===== config.mk =====
export PLATFORM = sky130hd
export DESIGN_NAME = rscl_top
export DESIGN_NICKNAME = d
export VERILOG_FILES = /design/src/rscl_top.v /design/src/rscl_seq_timer.v
export VERILOG_INCLUDE_DIRS = /design/src /design/src/src
export SDC_FILE = /design/constraint.sdc
export NUM_CORES = 1
export LEC_CHECK = 0
export CAP_MARGIN = 20
export CORE_ASPECT_RATIO = 0.7
export CORE_MARGIN = 3
export CORE_UTILIZATION = 35
export CTS_CLUSTER_SIZE = 8
export DETAILED_ROUTE_END_ITERATION = 7
export DONT_BUFFER_PORTS = 1
export RECOVER_POWER = 100
export SLEW_MARGIN = 20
export SYNTH_ARGS = -nofsm -noshare
export SYNTH_HDL_FRONTEND = slang
export SYNTH_SLANG_ARGS = --single-unit

===== constraint.sdc =====
create_clock -name sys_clk_i -period 2.3 [get_ports sys_clk_i]
set_clock_uncertainty 0.05 [all_clocks]
set_input_delay 0.115 -clock sys_clk_i [delete_from_list [all_inputs] [get_ports sys_clk_i]]
set_output_delay 0.115 -clock sys_clk_i [all_outputs]
set_load 0.005 [all_outputs]

===== src/rscl_defines.vh =====
// Constants for the reset, strap latch and power mode block.
// Assumes a single 125 MHz CPU clock drives all logic.
`ifndef RSCL_DEFINES_VH
`define RSCL_DEFINES_VH
`define RSCL_CLK_MHZ 125
`define RSCL_SEQ_TCL 1024
`define RSCL_SEQ_CYC (`RSCL_SEQ_TCL / 2)
`define RSCL_LATCH_TCL 8
`define RSCL_LATCH_CYC (`RSCL_LATCH_TCL / 2)
`define RSCL_ADR_SYSCFG 8'h00
`define RSCL_ADR_BUSCFG0 8'h04
`define RSCL_ADR_STRAP 8'h08
`define RSCL_ADR_STATUS 8'h0c
`define RSCL_SYSCFG_BDIR 3
`define RSCL_SYSCFG_WRITE_SIGNAL_CONFIG 7
`define RSCL_SYSCFG_POWERDOWN_CONFIG_BIT 5
`define RSCL_SYSCFG_HIGH_BYTE_DISABLE 9
`define RSCL_BUSCFG_BUS_TYPE_FIELD_LO 6
`define RSCL_BUSCFG_ALE0 9
`define RSCL_BUSCFG_ACT0 10
`define RSCL_KIND_SW 3'h0
`define RSCL_KIND_WDT 3'h1
`define RSCL_KIND_SHORT 3'h2
`define RSCL_KIND_LONG 3'h3
`define RSCL_KIND_POR 3'h4
`define RSCL_MASK_SOFT 16'h1fc0
`define RSCL_CLR_SOFT 16'h003c
`define RSCL_MASK_SHORT 16'h1fff
`define RSCL_MASK_ALL 16'hffff
`endif


===== src/rscl_top.v =====
// Reset sequencer, strap latch, reset pin drivers and power mode entry.
// Assumes all pins are synchronous to the CPU clock; rst_n_i is power-on reset.
//
// Added by the designer: register access over Wishbone and the address map.
`include "rscl_defines.vh"

module rscl_top (
   input wire sys_clk_i,
   input wire rst_n_i,
   input wire wb_cyc_i,
   input wire wb_stb_i,
   input wire wb_we_i,
   input wire [7:0] wb_adr_i,
   input wire [3:0] wb_sel_i,
   input wire [31:0] wb_dat_i,
   output reg [31:0] wb_dat_o,
   output reg wb_ack_o,
   input wire reset_input_pin_n_i,
   output wire reset_input_pin_o,
   output wire reset_input_pin_oe_o,
   output wire reset_output_pin_n_o,
   input wire reset_delay_pin_high_i,
   output wire reset_delay_pulldown_o,
   output wire reset_delay_pullup_o,
   input wire [15:0] boot_strap_port_i,
   input wire external_access_pin_i,
   input wire sw_reset_i,
   input wire wdt_reset_i,
   input wire einit_i,
   input wire idle_instr_i,
   input wire power_down_instruction_i,
   input wire wake_irq_i,
   input wire bus_pending_i,
   input wire bus_access_end_i,
   input wire ready_enable_i,
   input wire ready_polarity_i,
   input wire ready_pin_i,
   output wire core_reset_o,
   output reg reset_async_o,
   output reg [2:0] clock_config_strap_o,
   output reg [1:0] segment_address_line_select_o,
   output reg [1:0] chip_select_count_select_o,
   output reg write_config_strap_o,
   output reg bootloader_select_o,
   output reg adapt_mode_select_o,
   output reg emulation_mode_o,
   output wire cpu_stop_o,
   output wire periph_stop_o,
   output reg mode_refused_o
);
   localparam S_START = 3'h0;
   localparam S_SEQ = 3'h1;
   localparam S_WAIT = 3'h2;
   localparam S_LATCH = 3'h3;
   localparam S_RUN = 3'h4;
   localparam integer LATCH_LAST = `RSCL_LATCH_CYC - 1;
   localparam M_RUN = 2'h0;
   localparam M_PEND = 2'h1;
   localparam M_IDLE = 2'h2;
   localparam M_PDOWN = 2'h3;

   reg [2:0] state;
   reg [2:0] kind;
   reg [2:0] latch_cnt;
   reg pull_active;
   reg bidir_reset_enable;
   reg powerdown_config_bit;
   reg einit_done;
   reg [15:0] strap_raw;
   reg [1:0] bus_type_field;
   reg bus_active_zero;
   reg latch_lengthen_zero;
   reg [1:0] mode;
   reg pend_pdown;
   reg ready_ok;
   wire seq_start;
   wire seq_busy;
   wire seq_done;
   wire hw_req;
   wire soft_req;
   wire [15:0] mask;
   wire [15:0] clr;
   wire [15:0] reset_strap_latch;
   wire high_byte_disable;
   wire write_signal_config;
   wire [15:0] system_config_register;
   wire [15:0] bus_config_register_zero;
   wire [15:0] status_reg;
   wire wr;

   function [15:0] strap_mask;
      input [2:0] k;
      begin
         if (k == `RSCL_KIND_SW || k == `RSCL_KIND_WDT) begin
            strap_mask = `RSCL_MASK_SOFT;
         end else if (k == `RSCL_KIND_SHORT) begin
            strap_mask = `RSCL_MASK_SHORT;
         end else begin
            strap_mask = `RSCL_MASK_ALL;
         end
      end
   endfunction

   assign mask = strap_mask(kind);
   assign clr = (kind == `RSCL_KIND_SW || kind == `RSCL_KIND_WDT) ? `RSCL_CLR_SOFT : 16'h0000;
   assign hw_req = (state == S_RUN) && !reset_input_pin_n_i;
   assign soft_req = (state == S_RUN) && (sw_reset_i || wdt_reset_i);
   assign seq_start = (state == S_START) || hw_req || soft_req;

   rscl_seq_timer #(
      .CYCLES(`RSCL_SEQ_CYC)
   ) u_timer (
      .sys_clk_i(sys_clk_i),
      .rst_n_i(rst_n_i),
      .start_i(seq_start),
      .busy_o(seq_busy),
      .done_o(seq_done)
   );

   // Reset sequence: start, fixed count, wait for pin high, delayed strap latch.
   always @(posedge sys_clk_i) begin
      if (!rst_n_i) begin
         state <= S_START;
         kind <= `RSCL_KIND_POR;
         reset_async_o <= 1'b1;
         pull_active <= 1'b0;
         latch_cnt <= 3'h0;
      end else begin
         case (state)
            S_START: begin
               state <= S_SEQ;
            end
            S_SEQ: begin
               if (!reset_delay_pin_high_i) begin
                  pull_active <= 1'b0;
                  reset_async_o <= 1'b1;
               end
               if (seq_done) begin
                  pull_active <= 1'b0;
                  state <= S_WAIT;
               end
            end
            S_WAIT: begin
               if (reset_input_pin_n_i) begin
                  latch_cnt <= LATCH_LAST[2:0];
                  state <= S_LATCH;
               end else begin
                  if (kind != `RSCL_KIND_POR) begin
                     kind <= `RSCL_KIND_LONG;
                  end
                  reset_async_o <= !reset_delay_pin_high_i;
               end
            end
            S_LATCH: begin
               if (latch_cnt == 3'h0) begin
                  state <= S_RUN;
               end else begin
                  latch_cnt <= latch_cnt - 3'h1;
               end
            end
            S_RUN: begin
               if (hw_req) begin
                  state <= S_SEQ;
                  kind <= `RSCL_KIND_SHORT;
                  reset_async_o <= !reset_delay_pin_high_i;
                  pull_active <= bidir_reset_enable;
               end else if (soft_req) begin
                  state <= S_SEQ;
                  reset_async_o <= 1'b0;
                  pull_active <= bidir_reset_enable;
                  if (bidir_reset_enable) begin
                     kind <= `RSCL_KIND_SHORT;
                  end else if (sw_reset_i) begin
                     kind <= `RSCL_KIND_SW;
                  end else begin
                     kind <= `RSCL_KIND_WDT;
                  end
               end
            end
            default: begin
               state <= S_START;
            end
         endcase
      end
   end

   assign reset_input_pin_o = 1'b0;
   assign reset_input_pin_oe_o = pull_active && seq_busy;
   assign core_reset_o = (state != S_RUN);
   assign reset_output_pin_n_o = einit_done;
   assign reset_delay_pulldown_o = !reset_input_pin_n_i;
   assign reset_delay_pullup_o = powerdown_config_bit && (state == S_RUN);

   // Strap capture at the end of the latch delay.
   always @(posedge sys_clk_i) begin
      if (!rst_n_i) begin
         strap_raw <= 16'h0000;
      end else if (state == S_LATCH && latch_cnt == 3'h0) begin
         strap_raw <= (strap_raw & ~mask & ~clr) | (boot_strap_port_i & mask);
      end
   end

   assign reset_strap_latch = {8'h00, strap_raw[15:8]};

   always @(posedge sys_clk_i) begin
      if (!rst_n_i) begin
         clock_config_strap_o <= 3'h0;
         segment_address_line_select_o <= 2'h0;
         chip_select_count_select_o <= 2'h0;
         write_config_strap_o <= 1'b0;
         bootloader_select_o <= 1'b0;
         adapt_mode_select_o <= 1'b0;
         emulation_mode_o <= 1'b0;
      end else begin
         clock_config_strap_o <= strap_raw[15:13];
         segment_address_line_select_o <= strap_raw[12:11];
         chip_select_count_select_o <= strap_raw[10:9];
         write_config_strap_o <= strap_raw[8];
         bootloader_select_o <= strap_raw[4];
         adapt_mode_select_o <= strap_raw[1];
         emulation_mode_o <= strap_raw[0];
      end
   end

   assign high_byte_disable = !bus_type_field[0];
   assign write_signal_config = !strap_raw[8];

   assign wr = wb_cyc_i && wb_stb_i && wb_we_i && !wb_ack_o;

   // Configuration bits except powerdown_config_bit: reloaded by every reset sequence, then software owned.
   always @(posedge sys_clk_i) begin
      if (!rst_n_i) begin
         bidir_reset_enable <= 1'b0;
         powerdown_config_bit <= 1'b0;
         einit_done <= 1'b0;
         bus_type_field <= 2'h0;
         bus_active_zero <= 1'b0;
         latch_lengthen_zero <= 1'b0;
      end else if (state != S_RUN) begin
         bidir_reset_enable <= 1'b0;
         einit_done <= 1'b0;
         if (state == S_LATCH && latch_cnt == 3'h0) begin
            if (mask[7]) begin
               bus_type_field <= boot_strap_port_i[7:6];
            end
            bus_active_zero <= external_access_pin_i;
            latch_lengthen_zero <= external_access_pin_i;
         end
      end else begin
         if (einit_i) begin
            einit_done <= 1'b1;
         end
         if (wr && wb_adr_i == `RSCL_ADR_SYSCFG && wb_sel_i[0]) begin
            if (!einit_done) begin
               bidir_reset_enable <= wb_dat_i[`RSCL_SYSCFG_BDIR];
            end
            powerdown_config_bit <= wb_dat_i[`RSCL_SYSCFG_POWERDOWN_CONFIG_BIT];
         end else if (wr && wb_adr_i == `RSCL_ADR_BUSCFG0) begin
            if (wb_sel_i[0]) begin
               bus_type_field <= wb_dat_i[`RSCL_BUSCFG_BUS_TYPE_FIELD_LO + 1:`RSCL_BUSCFG_BUS_TYPE_FIELD_LO];
            end
            if (wb_sel_i[1]) begin
               bus_active_zero <= wb_dat_i[`RSCL_BUSCFG_ACT0];
               latch_lengthen_zero <= wb_dat_i[`RSCL_BUSCFG_ALE0];
            end
         end
      end
   end

   assign system_config_register = {6'h00, high_byte_disable, 1'b0, write_signal_config, 1'b0,
      powerdown_config_bit, 1'b0, bidir_reset_enable, 3'h0};
   assign bus_config_register_zero = {5'h00, bus_active_zero, latch_lengthen_zero, 1'b0,
      bus_type_field, 6'h00};
   assign status_reg = {5'h00, mode, reset_async_o, einit_done, kind, ready_ok, state};

   // Wishbone slave: one wait state, unmapped reads return zero.
   always @(posedge sys_clk_i) begin
      if (!rst_n_i) begin
         wb_ack_o <= 1'b0;
         wb_dat_o <= 32'h00000000;
      end else begin
         wb_ack_o <= wb_cyc_i && wb_stb_i && !wb_ack_o;
         if (wb_adr_i == `RSCL_ADR_SYSCFG) begin
            wb_dat_o <= {16'h0000, system_config_register};
         end else if (wb_adr_i == `RSCL_ADR_BUSCFG0) begin
            wb_dat_o <= {16'h0000, bus_config_register_zero};
         end else if (wb_adr_i == `RSCL_ADR_STRAP) begin
            wb_dat_o <= {16'h0000, reset_strap_latch};
         end else if (wb_adr_i == `RSCL_ADR_STATUS) begin
            wb_dat_o <= {16'h0000, status_reg};
         end else begin
            wb_dat_o <= 32'h00000000;
         end
      end
   end

   // Ready seen at its programmed polarity during the last external access.
   always @(posedge sys_clk_i) begin
      if (!rst_n_i) begin
         ready_ok <= 1'b1;
      end else if (bus_access_end_i) begin
         ready_ok <= !ready_enable_i || (ready_pin_i == ready_polarity_i);
      end
   end

   // Power mode entry and exit.
   always @(posedge sys_clk_i) begin
      if (!rst_n_i) begin
         mode <= M_RUN;
         pend_pdown <= 1'b0;
         mode_refused_o <= 1'b0;
      end else if (state != S_RUN) begin
         mode <= M_RUN;
         pend_pdown <= 1'b0;
         mode_refused_o <= 1'b0;
      end else begin
         mode_refused_o <= 1'b0;
         case (mode)
            M_RUN: begin
               if (idle_instr_i || power_down_instruction_i) begin
                  mode <= M_PEND;
                  pend_pdown <= power_down_instruction_i;
               end
            end
            M_PEND: begin
               if (!bus_pending_i) begin
                  if (!ready_ok) begin
                     mode <= M_RUN;
                     mode_refused_o <= 1'b1;
                  end else if (pend_pdown) begin
                     mode <= M_PDOWN;
                  end else begin
                     mode <= M_IDLE;
                  end
               end
            end
            M_IDLE: begin
               if (wake_irq_i) begin
                  mode <= M_RUN;
               end
            end
            M_PDOWN: begin
               if (wake_irq_i && powerdown_config_bit) begin
                  mode <= M_RUN;
               end
            end
            default: begin
               mode <= M_RUN;
            end
         endcase
      end
   end

   assign cpu_stop_o = (mode == M_IDLE) || (mode == M_PDOWN);
   assign periph_stop_o = (mode == M_PDOWN);
endmodule // rscl_top


===== src/rscl_seq_timer.v =====
// Counts the fixed internal reset sequence after a start pulse.
// Assumes start is a one-cycle pulse in the CPU clock domain.
module rscl_seq_timer #(
   parameter CYCLES = 512
) (
   input wire sys_clk_i,
   input wire rst_n_i,
   input wire start_i,
   output reg busy_o,
   output reg done_o
);
   reg [15:0] count;

   always @(posedge sys_clk_i) begin
      if (!rst_n_i) begin
         busy_o <= 1'b0;
         done_o <= 1'b0;
         count <= 16'h0000;
      end else begin
         done_o <= 1'b0;
         if (start_i) begin
            busy_o <= 1'b1;
            count <= CYCLES[15:0] - 16'h0001;
         end else if (busy_o) begin
            if (count == 16'h0000) begin
               busy_o <= 1'b0;
               done_o <= 1'b1;
            end else begin
               count <= count - 16'h0001;
            end
         end
      end
   end
endmodule // rscl_seq_timer


==> results.json <==
{
  "final_hold_viol_count": 0,
  "muxShareOfSynthArea": 0.08074,
  "routabilityCongestion": 0.8584,
  "nets": 514,
  "overflow": 0,
  "coreArea_mm2": 0.009834,
  "leakage_nw": 1.584,
  "ys_seq_area_frac": 0.4194,
  "start_util": 0.3640,
  "clk_path_buf_depth": 2,
  "r2r_start": "u_timer.count[0]",
  "max_freq_ghz": 0.4726,
  "antenna_found_initial": 0,
  "die_area_mm2": 0.01150,
  "grt_pass1_vias": 2758,
  "worst_slew_pin_slew_ns": 0.7335,
  "path_cells": "inv_1 -> ha_1 -> or4b_1 -> or3_1 -> o2111a_1 -> a311oi_2",
  "numClockSinks": 75,
  "cts_root_buf": "clkbuf_16",
  "swShare": 0.2294,
  "status": "finished clean",
  "drc": 0,
  "criticalPathCategory": "register to register",
  "seqPwrFrac": 0.439,
  "cts_tree": "done",
  "area_delta_synth_final_pct": 17.51,
  "synth_top_cell_by_area": "dfxtp_1",
  "synth.most_common_cell": "dfxtp_1",
  "vias": 3007,
  "synth-compound-area-share": 0.1485,
  "arrival_ns": 2.31,
  "min_period_ns": 2.116,
  "hpwl_um": 6273,
  "slew_headroom": 0.5094,
  "io_buffers": 0,
  "routed_wirelength_um": 9178,
  "numCtsBuffers": 9,
  "grt.total_usage": 0.1572,
  "synth_flop_cell": "dfxtp_1",
  "die_w_um": 126.9,
  "clockPowerShare": 0.493,
  "drt-initial-drc-count": 194,
  "power_density_mw_per_mm2": 726.7,
  "synthCells": 407,
  "synth_common_cells": "dfxtp_1, nor2_1, nand2_1",
  "ys_warn_count": 0,
  "grt_pass1_wl_um": 14500,
  "num_rows": 30,
  "startpoint": "u_timer.count[0]",
  "synth_area_per_cell_um2": 8.795,
  "drv_slew": 0,
  "worst-path-buf-inv": 1,
  "vias_per_cell": 5.332,
  "instances_no_fill": 564,
  "synth-xor-area-share": 0.004893,
  "power_switching_uw": 701.2,
  "clkLatencyLatePin_ns": 0.33,
  "required_ns": 2.50,
  "cp-start-kind": "register",
  "slowest_stage": "or4b_1",
  "ir_worst_vdd_mv": 0.3561,
  "dp_cells": 525,
  "synth-edff-count": 0,
  "min_path_type": "input port to register",
  "synth.ff_latch_count": 75,
  "finalCritPeriodShare": 0.9200,
  "synth_area_mm2": 0.003580,
  "comb_power_share": 0.069,
  "min_from": "wb_adr_i[3]",
  "post_cts_buffers": 0,
  "end_kind": "register",
  "wl_per_cell_um": 16.27,
  "ys_types": 62,
  "io_pins": 133,
  "path_clk_slew_ns": 0.06,
  "synth_fa_ha_area_frac": 0.01049,
  "p_int_mw": 2.356,
  "synth_top_family_by_area": "simple AND/OR/NAND/NOR gates",
  "chipHeight_um": 90.62,
  "slowest_delay_ns": 0.47,
  "ant_nets": 0,
  "netlist_top_cells_area": "dfxtp_1, mux2i_1, nor2_1",
  "layout-drive-gt1-share": 0.09633,
  "cp_top_family": "simple AND/OR/NAND/NOR gates",
  "max_cap_violations": 0,
  "final-setup-viol-count": 0,
  "crit_fanout": 5,
  "finalSetupTns_ns": 0,
  "grt_max_degree": 35,
  "cts_max_level": 3,
  "num_antenna_cells": 0,
  "rsz0062_at_grt": "no",
  "netlist.area_leader.share": 0.4194,
  "async_flop_share": 0,
  "firstDrtPassIters": 5,
  "synthSimpleGateAreaFrac": 0.2555
}
## layout by cell type, fill, tap and decap left out, types with 5 or more instances in the layout
master         Yosys  final
dfxtp_1           75     75
nor2_1            47     47
nand2_1           27     27
a21oi_1           24     24
dlygate4sd3_1      0     23
conb_1             1     22
mux2i_1           21     21
nor3_1            14     14
inv_1             12     12
and2_1            16     11
nand3_1           10     11
clkbuf_16          0      9
a31oi_1            8      8
mux2_2             7      7
o21ai_0            7      7
a211oi_1           6      6
nand4_1            6      6
and2_0             0      5
o41ai_1            5      5
nand2b_1           5      5
o31ai_1            5      5
buf_4             22      5
## area by class of cell
class	instances	area (um2)
fillers	963	5628
inverters	13	48.80
multi-input cells	300	1877
repair buffers	33	304.0
clock buffers	9	225.2
flip-flops and latches	75	1501
well taps	128	160.2
clock inverters	6	90.09
## worst register-to-register path, delay by kind of cell (launching register included)
kind / cells / cell delay (ns)
AO/OA/AOI/OAI: 2 / 0.50
adder cells (fa/ha/maj): 1 / 0.27
buffers and inverters: 1 / 0.08
flip-flops: 1 / 0.34
AND/OR/NAND/NOR: 2 / 0.80
## cells by family (layout without fill, tap and decap cells)
logic type	count (synthesis)	in the layout
flops	75	75
other cells	1	22
fa+ha+maj	3	3
mux	28	28
xor+xnor	2	2
simple gates	168	168
buf+inv	53	61
compound gates	77	77
## power groups by stage
stage               Combinational (mW)  Clock (mW)  Sequential [mW]
floorplan                        0.166           0             1.36
global placement                 0.154           0             1.37
detailed placement               0.154           0             1.37
CTS                              0.206        1.54             1.34
global route                     0.232        1.58             1.34
finish                           0.210        1.51             1.34
## stage by stage
stage               area [um2]  total power [mW]    util  setup WS (ns)  hold slack, ns
CTS                       4217             3.081  0.4288         0.1733        0.004359
finish                    4207             3.057  0.4277         0.1840         0.01891
global route              4207             3.158  0.4277        0.02364         0.03569
global placement          3651             1.521  0.3712         0.2571          0.1413
floorplan                 3659             1.528       -         0.3958          0.1808
detailed placement        3651             1.522  0.3712         0.1956          0.1477
## metal layers
layer,GRT usage,share of wire,vias up
met3,0.04255,0.067,12
li1,-,-,1475
met1,0.2124,0.46,1412
met4,0.06161,0.020,0
met2,0.2381,0.45,108
met5,0,0,-
## worst paths after layout
kind                            depth (start not counted)                end  slack [ns]
worst max register to register                          6   u_timer.count[1]        0.18
worst min-delay path                                    4        wb_dat_o[6]        0.02
worst max-delay path                                    6   u_timer.count[1]        0.18
worst min register to register                          2  bus_type_field[1]        0.42
## registers in the layout, indices dropped and copies added, names as in the netlist, 2 cells and up, named ones only
name,flops
bus_type_field,2
chip_select_count_select_o,2
clock_config_strap_o,3
kind,3
latch_cnt,3
mode,2
segment_address_line_select_o,2
state,3
strap_raw,6
u_timer.count,16
wb_dat_o,11
## timing repair
item	in CTS	in global routing
endpoints found under the hold margin	53	0
hold buffers	24	0
resized for setup	0	1
setup endpoints to repair	0	1
Power figures use the tool's default switching activity.
